===== src/core/tick_pkg.sv =====
// constants, register map and reset values of the system tick down counter
//
// Notes on behaviour
// - 24-bit wrapping down-counter; writes clear it
// - enabled, count decrements by one each clock
// - edge after zero reloads from reload register
// - zero-reached flag sets on transition to zero
// - reading the status register clears the flag
// - current value after reset carries no promise
// - zero reload holds count at zero
package tick_pkg;

    // ==========================================================
    // widths
    localparam int COUNT_W = 24;
    localparam int ADDR_W  = 12;
    localparam int DATA_W  = 32;

    // ==========================================================
    // register offsets (byte addresses, one aligned word each)
    localparam logic [ADDR_W-1:0] OFF_CTRL    = 12'h000;
    localparam logic [ADDR_W-1:0] OFF_RELOAD  = 12'h004;
    localparam logic [ADDR_W-1:0] OFF_CURRENT = 12'h008;
    localparam logic [ADDR_W-1:0] OFF_STATUS  = 12'h00c;
    localparam logic [ADDR_W-1:0] OFF_MASK    = 12'h010;

    // ==========================================================
    // field positions
    localparam int CTRL_ENABLE_BIT  = 0;
    localparam int STAT_ZERO_BIT    = 0;
    localparam int STAT_EVENT_BIT   = 1;
    localparam int STAT_W           = 2;

    // ==========================================================
    // values after reset, and the one-count decrement step
    localparam logic [COUNT_W-1:0] RST_COUNT  = 24'h000000;
    localparam logic [COUNT_W-1:0] RST_RELOAD = 24'h000000;
    localparam logic [STAT_W-1:0]  RST_STAT   = 2'h0;
    localparam logic [STAT_W-1:0]  RST_MASK   = 2'h0;
    localparam logic [DATA_W-1:0]  RST_RDATA  = 32'h00000000;
    localparam logic [COUNT_W-1:0] COUNT_ONE  = 24'h000001;

endpackage


===== src/core/tick_reset_sync.sv =====
// two-stage release synchroniser for the active-low reset
`timescale 1ns/1ps
module tick_reset_sync
    import tick_pkg::*;
(
    input  wire logic clk,
    input  wire logic nrst_async,
    output logic      rst_n
);

    typedef struct packed {
        logic first;
        logic second;
    } sync_s;

    sync_s st;
    sync_s next_st;

    // ==========================================================
    // release path: first stage feeds only the second
    always_comb
    begin
        next_st        = st;
        next_st.first  = 1'b1;
        next_st.second = st.first;
    end

    // assert at once, release two edges later; not frozen by the clock enable
    always_ff @(posedge clk or negedge nrst_async)
    begin
        if (!nrst_async)
            st <= '0;
        else
            st <= next_st;
    end

    assign rst_n = st.second;

endmodule // tick_reset_sync


===== src/core/tick_down_core.sv =====
// 24-bit decrementing counter with reload on the edge after zero
`timescale 1ns/1ps
module tick_down_core
    import tick_pkg::*;
(
    input  wire logic               clk,
    input  wire logic               rst_n,
    input  wire logic               ce,
    input  wire logic               enable,
    input  wire logic               clear,
    input  wire logic [COUNT_W-1:0] reload,
    output logic      [COUNT_W-1:0] count,
    output logic                    zero_event
);

    typedef struct packed {
        logic [COUNT_W-1:0] count;
    } core_s;

    core_s st;
    core_s next_st;

    // ==========================================================
    // count, wrap and clear
    always_comb
    begin
        next_st = st;
        if (clear)
            next_st.count = RST_COUNT;
        else if (enable)
        begin
            if (st.count == RST_COUNT)
                next_st.count = reload;
            else
                next_st.count = st.count - COUNT_ONE;
        end
        // disabled: value stands untouched
    end

    // one-cycle mark of the step that lands on zero
    assign zero_event = enable && !clear && (st.count == COUNT_ONE);

    // reset value is a convenience only; software must not rely on it
    always_ff @(posedge clk or negedge rst_n)
    begin
        if (!rst_n)
            st <= '{count: RST_COUNT};
        else if (ce)
            st <= next_st;
    end

    assign count = st.count;

endmodule // tick_down_core


===== src/core/system_tick_timer.sv =====
// system tick timer: apb register slave, flags, interrupt and counter
`timescale 1ns/1ps
module system_tick_timer
    import tick_pkg::*;
(
    input  wire logic              CLK_SYS,
    input  wire logic              NRST,
    input  wire logic              CE,
    input  wire logic              PSEL,
    input  wire logic              PENABLE,
    input  wire logic              PWRITE,
    input  wire logic [ADDR_W-1:0] PADDR,
    input  wire logic [DATA_W-1:0] PWDATA,
    output logic      [DATA_W-1:0] PRDATA,
    output logic                   PREADY,
    output logic                   PSLVERR,
    output logic                   IRQ
);

    // ==========================================================
    // state
    typedef struct packed {
        logic [DATA_W-1:0]  rdata;
        logic               ready;
        logic               slverr;
        logic               enable;
        logic [COUNT_W-1:0] reload;
        logic [STAT_W-1:0]  status;
        logic [STAT_W-1:0]  mask;
        logic               irq;
    } regs_s;

    regs_s st;
    regs_s next_st;

    logic               rst_n;
    logic [COUNT_W-1:0] count;
    logic               zero_event;
    logic               setup;
    logic               ack;
    logic               wr_ack;
    logic               rd_ack;
    logic               cur_clr;
    logic               wr_status;
    logic               rd_status;
    logic [STAT_W-1:0]  stat_clr;

    // ==========================================================
    // address decode, used by the setup phase only; the access phase uses the stored error
    function automatic logic is_mapped(input logic [ADDR_W-1:0] addr);
        is_mapped = (addr == OFF_CTRL) || (addr == OFF_RELOAD) ||
                    (addr == OFF_CURRENT) || (addr == OFF_STATUS) ||
                    (addr == OFF_MASK);
    endfunction

    // ==========================================================
    // leaf instances
    tick_reset_sync u_reset_sync (
        .clk        (CLK_SYS),
        .nrst_async (NRST),
        .rst_n      (rst_n)
    );

    tick_down_core u_core (
        .clk        (CLK_SYS),
        .rst_n      (rst_n),
        .ce         (CE),
        .enable     (st.enable),
        .clear      (cur_clr),
        .reload     (st.reload),
        .count      (count),
        .zero_event (zero_event)
    );

    // ==========================================================
    // bus phases: ready is raised one cycle after setup, so no wait states
    assign setup     = PSEL && !PENABLE;
    assign ack       = PSEL && PENABLE && st.ready;
    assign wr_ack    = ack && PWRITE && !st.slverr;
    assign rd_ack    = ack && !PWRITE && !st.slverr;
    assign cur_clr   = wr_ack && (PADDR == OFF_CURRENT);
    assign wr_status = wr_ack && (PADDR == OFF_STATUS);
    assign rd_status = rd_ack && (PADDR == OFF_STATUS);

    // flag clears: a read drops only the zero flag, and only if the read really returned it as one,
    // so a flag raised between setup and access is not lost
    always_comb
    begin
        stat_clr = '0;
        if (rd_status)
            stat_clr[STAT_ZERO_BIT] = st.rdata[STAT_ZERO_BIT];
        if (wr_status)
            stat_clr = stat_clr | PWDATA[STAT_W-1:0];
        if (cur_clr)
            stat_clr[STAT_ZERO_BIT] = 1'b1;
    end

    // ==========================================================
    // next register state
    always_comb
    begin
        next_st = st;

        // read data and error are captured in the setup cycle
        next_st.ready = setup;
        if (setup)
        begin
            next_st.slverr = !is_mapped(PADDR);
            next_st.rdata  = RST_RDATA;
            if (!PWRITE)
            begin
                case (PADDR)
                    OFF_CTRL:    next_st.rdata[CTRL_ENABLE_BIT] = st.enable;
                    OFF_RELOAD:  next_st.rdata[COUNT_W-1:0] = st.reload;
                    OFF_CURRENT: next_st.rdata[COUNT_W-1:0] = count;
                    OFF_STATUS:  next_st.rdata[STAT_W-1:0] = st.status;
                    OFF_MASK:    next_st.rdata[STAT_W-1:0] = st.mask;
                    default:     next_st.rdata = RST_RDATA;
                endcase
            end
        end
        else if (!PSEL)
        begin
            next_st.slverr = 1'b0;
        end

        // writes take effect at the access edge only
        if (wr_ack)
        begin
            case (PADDR)
                OFF_CTRL:   next_st.enable = PWDATA[CTRL_ENABLE_BIT];
                OFF_RELOAD: next_st.reload = PWDATA[COUNT_W-1:0];
                OFF_MASK:   next_st.mask = PWDATA[STAT_W-1:0];
                default:    next_st.enable = st.enable;
            endcase
        end

        // sticky flags: a new zero event beats any clear in the same cycle
        next_st.status = st.status & ~stat_clr;
        if (zero_event)
            next_st.status = next_st.status | {STAT_W{1'b1}};

        // level interrupt from unmasked status
        next_st.irq = |(next_st.status & next_st.mask);
    end

    // ==========================================================
    // registers; the clock enable freezes everything but the reset path
    always_ff @(posedge CLK_SYS or negedge rst_n)
    begin
        if (!rst_n)
        begin
            st <= '{rdata:  RST_RDATA,
                    ready:  1'b0,
                    slverr: 1'b0,
                    enable: 1'b0,
                    reload: RST_RELOAD,
                    status: RST_STAT,
                    mask:   RST_MASK,
                    irq:    1'b0};
        end
        else if (CE)
        begin
            st <= next_st;
        end
    end

    // ==========================================================
    // outputs, all straight from flops
    assign PRDATA  = st.rdata;
    assign PREADY  = st.ready;
    assign PSLVERR = st.slverr;
    assign IRQ     = st.irq;

    // ==========================================================
    // checks on counter behaviour
    AST_DECREMENT: assert property (@(posedge CLK_SYS) disable iff (!rst_n)
        CE && st.enable && !cur_clr && count != RST_COUNT
        |=> count == $past(count) - COUNT_ONE)
        else $error("count did not step down by one");

    AST_WRAP_RELOAD: assert property (@(posedge CLK_SYS) disable iff (!rst_n)
        CE && st.enable && !cur_clr && count == RST_COUNT
        |=> count == $past(st.reload))
        else $error("count did not reload after zero");

    AST_WRITE_CLEARS_COUNT: assert property (@(posedge CLK_SYS) disable iff (!rst_n)
        CE && wr_ack && PADDR == OFF_CURRENT
        |=> count == RST_COUNT)
        else $error("current value write did not clear count");

    AST_ZERO_RELOAD_HOLDS: assert property (@(posedge CLK_SYS) disable iff (!rst_n)
        CE && st.enable && !cur_clr && count == RST_COUNT && st.reload == RST_RELOAD
        && !(wr_ack && PADDR == OFF_RELOAD)
        |=> count == RST_COUNT ##1 count == RST_COUNT)
        else $error("zero reload did not hold count at zero");

    AST_DISABLED_HOLDS: assert property (@(posedge CLK_SYS) disable iff (!rst_n)
        CE && !st.enable && !cur_clr
        |=> $stable(count))
        else $error("disabled counter changed value");

    // ==========================================================
    // checks on flag, bus and interrupt
    AST_FLAG_SETS_AT_ZERO: assert property (@(posedge CLK_SYS) disable iff (!rst_n)
        CE && st.enable && !cur_clr && count == COUNT_ONE
        |=> st.status[STAT_ZERO_BIT] && count == RST_COUNT)
        else $error("flag not set on reaching zero");

    AST_READ_CLEARS_FLAG: assert property (@(posedge CLK_SYS) disable iff (!rst_n)
        CE && rd_status && st.rdata[STAT_ZERO_BIT] && !zero_event
        |=> !st.status[STAT_ZERO_BIT])
        else $error("status read did not clear flag");

    AST_WRITE_CLEARS_FLAG: assert property (@(posedge CLK_SYS) disable iff (!rst_n)
        CE && cur_clr
        |=> !st.status[STAT_ZERO_BIT])
        else $error("current value write did not clear flag");

    AST_SET_BEATS_CLEAR: assert property (@(posedge CLK_SYS) disable iff (!rst_n)
        CE && zero_event && (rd_status || wr_status)
        |=> st.status == {STAT_W{1'b1}})
        else $error("clear won over a new zero event");

    AST_ZERO_ANSWER: assert property (@(posedge CLK_SYS) disable iff (!rst_n)
        CE && setup |=> PREADY && PSLVERR == !is_mapped($past(PADDR)))
        else $error("setup not answered on the next cycle");

    AST_IRQ_LEVEL: assert property (@(posedge CLK_SYS) disable iff (!rst_n)
        IRQ == |(st.status & st.mask))
        else $error("interrupt does not follow masked status");

    // ==========================================================
    // checks on bus timing, write landing, flags and clock enable
    AST_READY_ONLY_AFTER_SETUP: assert property (@(posedge CLK_SYS) disable iff (!rst_n)
        CE && !setup
        |=> !PREADY)
        else $error("ready raised without a setup cycle");

    AST_ERROR_CLEARS_IDLE: assert property (@(posedge CLK_SYS) disable iff (!rst_n)
        CE && !PSEL
        |=> !PSLVERR)
        else $error("error flag stayed up on an idle bus");

    AST_READ_DATA_STANDS: assert property (@(posedge CLK_SYS) disable iff (!rst_n)
        CE && !setup
        |=> $stable(PRDATA))
        else $error("read data changed outside a setup cycle");

    AST_CURRENT_READ_DATA: assert property (@(posedge CLK_SYS) disable iff (!rst_n)
        CE && setup && !PWRITE && PADDR == OFF_CURRENT
        |=> PRDATA == 32'($past(count)))
        else $error("current value read returned a wrong count");

    AST_STATUS_READ_DATA: assert property (@(posedge CLK_SYS) disable iff (!rst_n)
        CE && setup && !PWRITE && PADDR == OFF_STATUS
        |=> PRDATA == 32'($past(st.status)))
        else $error("status read returned wrong flags");

    AST_ENABLE_WRITE_LANDS: assert property (@(posedge CLK_SYS) disable iff (!rst_n)
        CE && wr_ack && PADDR == OFF_CTRL
        |=> st.enable == $past(PWDATA[CTRL_ENABLE_BIT]))
        else $error("control write did not land");

    AST_RELOAD_WRITE_LANDS: assert property (@(posedge CLK_SYS) disable iff (!rst_n)
        CE && wr_ack && PADDR == OFF_RELOAD
        |=> st.reload == $past(PWDATA[COUNT_W-1:0]))
        else $error("reload write did not land");

    AST_ERROR_NO_EFFECT: assert property (@(posedge CLK_SYS) disable iff (!rst_n)
        CE && ack && st.slverr
        |=> $stable(st.enable) && $stable(st.reload) && $stable(st.mask))
        else $error("refused transfer changed a register");

    AST_W1C_CLEARS: assert property (@(posedge CLK_SYS) disable iff (!rst_n)
        CE && wr_status && !zero_event
        |=> (st.status & $past(PWDATA[STAT_W-1:0])) == '0)
        else $error("status write did not clear the written ones");

    AST_FLAG_ONLY_ON_EVENT: assert property (@(posedge CLK_SYS) disable iff (!rst_n)
        CE && !zero_event
        |=> !$rose(st.status[STAT_ZERO_BIT]))
        else $error("flag rose without a step to zero");

    AST_CE_FREEZES: assert property (@(posedge CLK_SYS) disable iff (!rst_n)
        !CE
        |=> $stable(count) && $stable(st.status) && $stable(PREADY) && $stable(IRQ))
        else $error("state moved while the clock enable was low");

    // ==========================================================
    // scenarios worth seeing
    COV_WRAP: cover property (@(posedge CLK_SYS) disable iff (!rst_n)
        CE && st.enable && count == RST_COUNT && st.reload != RST_RELOAD);
    COV_FLAG_READ: cover property (@(posedge CLK_SYS) disable iff (!rst_n)
        rd_status && st.rdata[STAT_ZERO_BIT]);
    COV_IRQ: cover property (@(posedge CLK_SYS) disable iff (!rst_n)
        $rose(IRQ));
    COV_ZERO_RELOAD: cover property (@(posedge CLK_SYS) disable iff (!rst_n)
        st.enable && count == RST_COUNT && st.reload == RST_RELOAD);
    COV_CE_FREEZE: cover property (@(posedge CLK_SYS) disable iff (!rst_n)
        !CE && st.enable);

endmodule // system_tick_timer


===== config.mk =====
export PLATFORM = sky130hd
export DESIGN_NAME = system_tick_timer
export DESIGN_NICKNAME = d
export VERILOG_FILES = /design/src/core/tick_pkg.sv /design/src/core/tick_reset_sync.sv /design/src/core/tick_down_core.sv /design/src/core/system_tick_timer.sv
export SDC_FILE = /design/constraint.sdc
export NUM_CORES = 1
export LEC_CHECK = 0
export BUFFER_PORTS_ARGS = -buffer_cell sky130_fd_sc_hd__buf_2
export CAP_MARGIN = 5
export CORE_MARGIN = 4
export CORE_UTILIZATION = 45
export DETAILED_ROUTE_END_ITERATION = 10
export PLACE_DENSITY = 0.78
export REMOVE_ABC_BUFFERS = 1
export SLEW_MARGIN = 20
export SYNTH_ARGS = -nofsm -noshare
export SYNTH_HDL_FRONTEND = slang
export SYNTH_SLANG_ARGS = --single-unit

===== constraint.sdc =====
create_clock -name CLK_SYS -period 2.7 [get_ports CLK_SYS]
set_input_delay 0.405 -clock CLK_SYS [delete_from_list [all_inputs] [get_ports CLK_SYS]]
set_output_delay 0.405 -clock CLK_SYS [all_outputs]
set_load 0.01 [all_outputs]

Word-level counts from Yosys, hierarchy flattened
Index checks and enable logic that the tools add are counted.
Widths: inputs -> output; s select.
Cells by class
  add/sub/neg operators: 1
  equality and inequality tests: 6
  mux-type cells: 15
  bitwise operators: 4
  reduce and logical (&&, ||, !) cells: 30
Operators by type and width (count)
  $mux 24: 4
  $pmux 22 s2: 1
  $eq 12x4->1 const B: 2
  $eq 24x1->1 const B: 1
  $logic_not 24->1: 1
  $sub 24x1->24 const B: 1
  $eq 12x3->1 const B: 1
  $eq 12x5->1 const B: 1
  $logic_and 1x1->1: 12
  $logic_not 12->1: 1
  $mux 2: 4
  $reduce_and 2->1: 3
  $reduce_and 3->1: 2
  $logic_not 1->1: 5
  $pmux 1 s5: 1
  $and 2x2->2: 2
  $logic_or 1x1->1: 4
  $mux 1: 4
  $pmux 1 s4: 1
  $ne 2x1->1 const B: 1
  $not 2->2: 1
  $or 1x2->2: 1
  $reduce_bool 2->1: 1
  $reduce_or 2->1: 1
Word-level totals
  flip-flop bits (word level): 90
  bits of input ports: 50
  logic and storage cells: 67

Logic depth before layout (Yosys ltp)
Gate-level depths: netlist (run 1).
  depth after elaboration: 14
  depth in mapped cells: 9

Hierarchy
Synthesis (run 1) repeated with hierarchy kept, for this count alone.
Unflattened totals
  cell total of the unflattened synthesis: 456
  area, all modules: 4575.6 µm²
By module, submodules not included
  system_tick_timer: times used 1, cells an instance 257, area an instance 2793.9 µm², seq. area each 1401.3 µm²
  tick_down_core: times used 1, cells an instance 196, area an instance 1727.9 µm², seq. area each 600.6 µm²
  tick_reset_sync: times used 1, cells an instance 3, area an instance 53.8 µm², seq. area each 50.0 µm²

Worst setup path before layout (run 1)
Ideal clock, no wire load.
  path kind: input to register
  from: input port PADDR[0]
  to: register st[19] (netlist bit)
  arrival: 2358 ps
  data required time: 2573 ps
  slack: 214 ps
  stages on the path: 8
  cells stage by stage: or4_4 -> nor4_4 -> and3b_1 -> buf_2 -> and3_1 -> buf_6 -> buf_6 -> mux2_1
On the way
  cells in the longest elaborated chain, start to end: 2
RTL lines
  start, declared: line system_tick_timer.sv:12  | input wire logic [ADDR_W-1:0] PADDR,
  $eq 12x3->1: line system_tick_timer.sv:130  | case (PADDR)
  $reduce_and 3->1 (no line)
  end signal, assigned: line system_tick_timer.sv:153  | st <= '{rdata: RST_RDATA,
  end signal, assigned: line system_tick_timer.sv:164  | st <= next_st;
  end, declared: line system_tick_timer.sv:33  | regs_s st;
No other way between the ends.
A chain may end at the register's enable or synchronous reset.

Worst setup path in the final report (run 1)
  from: register u_core.st, in the netlist u_core.count[1]
  to: register u_core.st, in the netlist u_core.count[12]
On the way
  cells in the longest elaborated chain, start to end: 4
RTL lines
  start, declared: line tick_down_core.sv:20  | core_s st;
  start signal, assigned: line tick_down_core.sv:47  | st <= '{count: RST_COUNT};
  start signal, assigned: line tick_down_core.sv:49  | st <= next_st;
  $sub 24x1->24 / $logic_not 24->1 (equally long branches): line tick_down_core.sv:35, tick_down_core.sv:32
  $mux 24 (*): line tick_down_core.sv:32  | if (st.count == RST_COUNT)
  $mux 24 (*): line tick_down_core.sv:30  | else if (enable)
  $mux 24 (*): line tick_down_core.sv:28  | if (clear)
Mark *: on every way between the ends. The rest lies on a longest branch, timed or not. The select of a mux whose other input is x is not followed.

==> results.md, run 1 <==
* Status: finished, final reports clean
* Die area at 0.01138 sq mm
* Final GP Congestion at 0.8338
* Crit. End Element: register
* CTS tree: done
* Max cap viols at 0
* Cell variety after synth at 50
* Avg Inst Size Synth at 9.543 sq um
* Asr flop ratio synth at 1.000
* DR iter-0 viols at 263
* Number of buffers created by CTS at 9
* Arrival time at the worst endpoint at 2.65 ns
* H-tree levels at 3
* DIE WIDTH at 106.7 microns
* Synth cell count leaders: dfrtp_1, o21ai_0, nand2_1
* CP required at 2.98 ns
* Setup WS pre-CTS at 0.1124 ns
* Via density at 5.639
* Routed len/inst at 16.44 microns
* Peak supply drop at 0.0002835 V
* Layout net count at 559
* Row count at 35
* Largest net degree at the start of global routing at 81
* Clock Latency Late Sink at 0.36 ns
* Clk sink count at 82
* Top cell type's share of synthesized area at 0.4684
* Synth area leader: dfrtp_1
* Layout Utilization at 0.5268
* Leak at 2.265 nW
* Sw Ratio at 0.2241
* Clock root buffer: clkbuf_8
* PwrDens at 478.6 mW/mm^2
* Sw Pwr at 0.5294 mW
* I/O pins at 85
* CTS clk-pin slew, worst paths at 0.09 ns
* Slew headroom at 0.6269
* Synth-to-layout area growth at 12.71%
* Post-synth EDFFs at 0
* Clock period minus worst slack at 2.370 ns
* Most common flop cell mapped by yosys: dfrtp_1
* Final Worst Setup Slack at 0.3304 ns
* Flop pwr share at 0.534
* CTS Buffer Depth at 2
* Die height at 106.7 microns
* Hold crit path type: in2reg
* Synthesized area at 0.004380 sq mm
* Sequential-to-total area share from yosys stat at 0.4684
* Resized Gates After CTS at 0
* Cells after Synth at 459
* Critical Setup Path Class: reg2reg
* Post-synthesis register bit count at 82
* Initial Util at 0.4674
* DRC viols at 0
* Skew final at 0.01180 ns
* Area contributors post-synth: dfrtp_1, o21ai_0, buf_4, a22oi_1, mux2_1
* GRT overflow at 0
* Post-Route WL at 10,520 microns
* Post-route setup TNS at 0 ns
* Total track usage at 0.1890
* Count leader, synth: dfrtp_1
* Final Power at 2.363 mW
* Setup violators final at 0
* Synth Warn # at 0
* Proportion of power drawn by the clock network at 0.418
* Post-CTS Setup Inserts at 0
* Hold Fails Final Rpt at 0
* Worst-Margin Slew at 0.5554 ns
* Fmax at 422.0 MHz
* Antenna Nets Post-Route at 0
* Crit-path max FO at 5
* Dpl hpwl at 7235 microns
* Initial antenna violation count at 0
* Final Slew Violations at 0
* Cell Count, Final, Fillers Out at 640
* Diode count at 0
* Unrepaired setup endpoints after global routing: false
* Dpl cells at 622
* CORE AREA at 0.009371 sq mm
* Detailed-router iteration count before antenna repair at 5
* Layout cells sized above 1 at 0.2427
* Fillers at 872
* CP startpoint kind: register
* DR vias at 3,609
* Port-buffer cells at 68
* Comb pwr share at 0.048
* First-pass GRT wire length at 17,450 microns
* Post-route clock period utilization at 0.8776
* Cell-internal power at 1.834 mW
* Vias in the first global route at 3,554
[final cells by class]
type / instances / area [sq um] / share of cell area
clock buffer: 11 / 141.4 / 0.02864
clock inverter: 5 / 78.83 / 0.01597
sequential: 82 / 2056 / 0.4164
multi-input combinational: 320 / 1954 / 0.3958
tap: 129 / 161.4 / 0.03269
inverter: 6 / 22.52 / 0.004562
timing repair buffer: 87 / 523.0 / 0.1059
[registers in the layout, summed over array words and instances, names as in the netlist]
name and flops:
PREADY 1, u_reset_sync.next_st 1, u_core.count 24, PSLVERR 1
u_reset_sync.rst_n 1, IRQ 1, st 29, PRDATA 24
[critical path, stage by stage, from the launching register on]
cell      delay, ns
dfrtp_1        0.42
inv_1          0.14
ha_1           0.23
nor3b_1        0.29
nand2_1        0.16
nor3_1         0.47
nor4bb_1       0.38
a21oi_1        0.06
o21ai_0        0.14
[cell families (layout without fill, tap and decap cells)]
group | after synthesis | in the layout | synth area share
muxes | 28 | 28 | 0.07169
other | 2 | 9 | 0.001714
buffers and inverters | 64 | 109 | 0.09340
and+or+nand+nor | 133 | 133 | 0.1577
AOI/OAI and AO/OA | 147 | 147 | 0.1985
adders and majority gates | 3 | 3 | 0.008570
DFF | 82 | 82 | 0.4684
[layer usage]
metal | routed length, microns | vias to the layer above | track usage
met2 | 5258 | 131 | 0.3103
met4 | 116 | 0 | 0.05571
met1 | 4522 | 1749 | 0.2521
met3 | 625 | 11 | 0.04094
li1 | - | 1718 | -
met5 | 0 | - | 0
[cells in the final DEF, fill, tap and decap left out, drive strengths merged, types with 2 or more instances in the layout]
cell type   n
a21oi      26
a22o        2
a22oi      31
a32o        3
a32oi       2
and2        2
and3        2
buf        86
bufinv      2
clkbuf     11
clkinv      3
conb        9
dfrtp      82
ha          3
inv         6
mux2       27
nand2      41
nand3       4
nand4       4
nor2       36
nor3       16
nor3b       3
nor4       10
o21ai      77
or2         2
or3b        2
or4         3
[path summary, 6_finish.rpt]
| check | slack (ns) | to | depth (start not counted) | from |
|---|---|---|---|---|
| worst max register to register | 0.33 | u_core.count[12] | 8 | u_core.count[1] |
| worst min-delay path | 0.25 | st[20] | 3 | PWDATA[15] |
| max in group asynchronous | 1.76 | PRDATA[9] | 1 | u_reset_sync.rst_n |
| worst min register to register | 0.32 | st[24] | 0 | u_reset_sync.rst_n |
| min in group asynchronous | 0.32 | st[24] | 0 | u_reset_sync.rst_n |
| worst max-delay path | 0.33 | u_core.count[12] | 8 | u_core.count[1] |
[stage by stage]
stage	area [sq um]	hold WS, ns
after floorplan	4020	0.1094
after global placement	4687	0.1909
after detailed placement	4687	0.1928
after CTS	4917	0.2461
after global routing	4937	0.2399
final	4937	0.2499
[timing repair]
action,CTS,global route
hold buffers,1,0
setup endpoints to repair,0,0
endpoints found under the hold margin,2,0
[power by group through the flow]
stage                     clock network (mW)  logic, mW  registers [mW]
after floorplan                            0     0.0381            1.29
after global placement                     0     0.0960            1.30
after detailed placement                   0     0.0985            1.30
after CTS                               1.01     0.0998            1.27
after global routing                    1.05      0.128            1.27
final                                  0.987      0.114            1.26
Power figures use the tool's default switching activity.
==> inputs of run 2 (changes only) <==
--- a/config.mk
+++ b/config.mk
@@ -9,6 +9,7 @@
 export CAP_MARGIN = 5
 export CORE_MARGIN = 4
 export CORE_UTILIZATION = 45
+export CTS_BUF_LIST = sky130_fd_sc_hd__clkbuf_16
 export DETAILED_ROUTE_END_ITERATION = 10
 export PLACE_DENSITY = 0.78
 export REMOVE_ABC_BUFFERS = 1
==> run 2 against run 1 <==
Effect of this change: utilization rose by 1.1 points; first-iteration DRC count rose by 3.8%; die area did not move.
==> results.md, run 2 (synthesized netlist as in run 1, its figures left out) <==
* WHS at 0.2635 ns (was 0.2499 ns)
* Register name with the most flops: st (unchanged)
* I/O pins at 85 (unchanged)
* Detailed-router iteration count before antenna repair at 7 (was 5)
* Skew final at 0.007621 ns (was 0.01180 ns)
* Post-route clock period utilization at 0.8860 (was 0.8776)
* PwrDens at 527.7 mW/mm^2 (was 478.6 mW/mm^2)
* R2r setup slk at 0.31 ns (was 0.33 ns)
* Most common cell after layout, fill and taps aside: dfrtp_1 (unchanged)
* Stages on the worst setup path at 8 (unchanged)
* Clock period minus worst slack at 2.392 ns (was 2.370 ns)
* Row count at 35 (unchanged)
* Initial antenna violation count at 0 (unchanged)
* Crit. End Element: register (unchanged)
* Clk sink count at 82 (unchanged)
* Worst Reg-to-Reg Cells at 8 (unchanged)
* Clock Latency Late Sink at 0.34 ns (was 0.36 ns)
* Final GP Congestion at 0.8338 (unchanged)
* Leak at 2.313 nW (was 2.265 nW)
* Slowest-stage cell, CP: nor3_1 (unchanged)
* Largest net degree at the start of global routing at 81 (unchanged)
* Max cap viols at 0 (unchanged)
* CP cell instances: inv_1 -> ha_1 -> nor3b_1 -> nand2_1 -> nor3_1 -> nor4bb_1 -> a21oi_1 -> o21ai_0 (unchanged)
* CORE AREA at 0.009371 sq mm (unchanged)
* Hold Fails Final Rpt at 0 (unchanged)
* Arrival time at the worst endpoint at 2.65 ns (about the same)
* Final Slew Violations at 0 (unchanged)
* Setup violators final at 0 (unchanged)
* Via density at 5.647 (was 5.639)
* CP startpoint kind: register (unchanged)
* Critical path's top delay family: simple AND/OR/NAND/NOR gates (unchanged)
* Layout net count at 559 (unchanged)
* DIE WIDTH at 106.7 microns (unchanged)
* H-tree levels at 3 (unchanged)
* CTS Buffer Depth at 2 (unchanged)
* Fillers at 868 (was 872)
* Diode count at 0 (unchanged)
* Clock root buffer: clkbuf_16 (was clkbuf_8)
* Die height at 106.7 microns (unchanged)
* DRC viols at 0 (unchanged)
* CTS clk-pin slew, worst paths at 0.06 ns (was 0.09 ns)
* R2R Path End: u_core.count[12] (unchanged)
* Max reg flops at 29 (unchanged)
* Hold crit path type: reg2async (was in2reg)
* Post-CTS Setup Inserts at 0 (unchanged)
* Final Power at 2.657 mW (was 2.363 mW)
* Slew headroom at 0.6501 (was 0.6269)
* Fmax at 418.0 MHz (was 422.0 MHz)
* Peak supply drop at 0.0004206 V (was 0.0002835 V)
* Antenna Nets Post-Route at 0 (unchanged)
* Initial Util at 0.4674 (unchanged)
* Vias in the first global route at 3,595 (was 3,554)
* Most frequent cells in the layout: dfrtp_1, o21ai_0, buf_2 (unchanged)
* Worst setup path endpoint: u_core.count[12] (unchanged)
* Unrepaired setup endpoints after global routing: false (unchanged)
* Synth-to-layout area growth at 14.97% (was 12.71%)
* DR vias at 3,614 (was 3,609)
* Critical Path Max Stage Delay at 0.46 ns (was 0.47 ns)
* GRT overflow at 0 (unchanged)
* Total track usage at 0.1922 (was 0.1890)
* Post-Route WL at 10,690 microns (was 10,520 microns)
* DR iter-0 viols at 273 (was 263)
* CP required at 2.96 ns (was 2.98 ns)
* Worst-Margin Slew at 0.5208 ns (was 0.5554 ns)
* First-pass GRT wire length at 17,640 microns (was 17,450 microns)
* Dpl hpwl at 7235 microns (unchanged)
* Status: finished, final reports clean (unchanged)
* Crit. Startpoint: u_core.count[1] (unchanged)
* Critical Setup Path Class: reg2reg (unchanged)
* Routed len/inst at 16.70 microns (was 16.44 microns)
* Number of buffers created by CTS at 9 (unchanged)
* CTS tree: done (unchanged)
* Crit-path max FO at 5 (unchanged)
* Reg2Reg Launch Point: u_core.count[1] (unchanged)
* Die area at 0.01138 sq mm (unchanged)
* Port-buffer cells at 68 (unchanged)
* Bufs and invs on worst path at 1 (unchanged)
* Layout cells sized above 1 at 0.2407 (was 0.2427)
[run 2: cell count changes in the layout (fill, tap and decap cells not counted)]
cell	previous run	this run
clkbuf_8	10	0
clkbuf_16	0	9
buf_12	3	2
buf_16	0	1
clkbuf_1	1	0
clkinv_1	0	1
inv_1	6	7
[run 2: how the worst min path moves through the flow]
stage	start	endpoint	slack [ns]	cells past startpoint
after detailed placement	NRST	u_reset_sync.next_st[0]	0.19	1
after global routing	PWDATA[6]	st[11]	0.27	2
after floorplan	NRST	u_reset_sync.next_st[0]	0.11	0
after global placement	NRST	u_reset_sync.next_st[0]	0.19	1
final	u_reset_sync.rst_n	st[24]	0.26	0
after CTS	PWDATA[6]	st[11]	0.27	2
[run 2: through the flow]
| step | area (sq um) | setup TNS (ns) | util | setup WS (ns) | std cells |
|---|---|---|---|---|---|
| global placement | 4687 | 0 | 0.5001 | 0.1858 | 622 |
| finish | 5036 | 0 | 0.5374 | 0.3077 | 640 |
| detailed placement | 4687 | 0 | 0.5001 | 0.1124 | 622 |
| CTS | 5009 | 0 | 0.5344 | 0.3340 | 639 |
| floorplan | 4020 | -12.85 | - | -0.5049 | 408 |
| global route | 5036 | 0 | 0.5374 | 0.01592 | 640 |
[run 2: per-layer routing]
metal	GRT usage	part of all wire	wire [microns]	vias up
met4	0.05753	0.013	143	0
met3	0.04877	0.065	694	9
met2	0.3129	0.49	5270	155
met5	0	0	0	-
li1	-	-	-	1717
met1	0.2536	0.43	4578	1733
[run 2: final cells by class]
cell class              instances  area, sq um  share of cell area
multi-input cells             320         1954              0.3881
repair buffers                 87        530.5              0.1053
clock buffers                   9        225.2             0.04472
clock inverters                 7        86.33             0.01714
inverters                       6        22.52            0.004472
flip-flops and latches         82         2056              0.4082
well taps                     129        161.4             0.03205
[run 2: worst register-to-register path, stage by stage, from the launching register on]
cell,delay (ns)
dfrtp_1,0.41
inv_1,0.14
ha_1,0.23
nor3b_1,0.30
nand2_1,0.18
nor3_1,0.46
nor4bb_1,0.39
a21oi_1,0.06
o21ai_0,0.14
[run 2: what timing repair did]
item                      CTS  global route
resized for setup           0             0
hold endpoints to repair    2             0
hold buffers                1             0
[run 2: power by group]
group          switching, mW  internal (mW)
logic                 0.0694         0.0491
registers             0.0181           1.24
clock network          0.477          0.801
total                  0.564           2.09
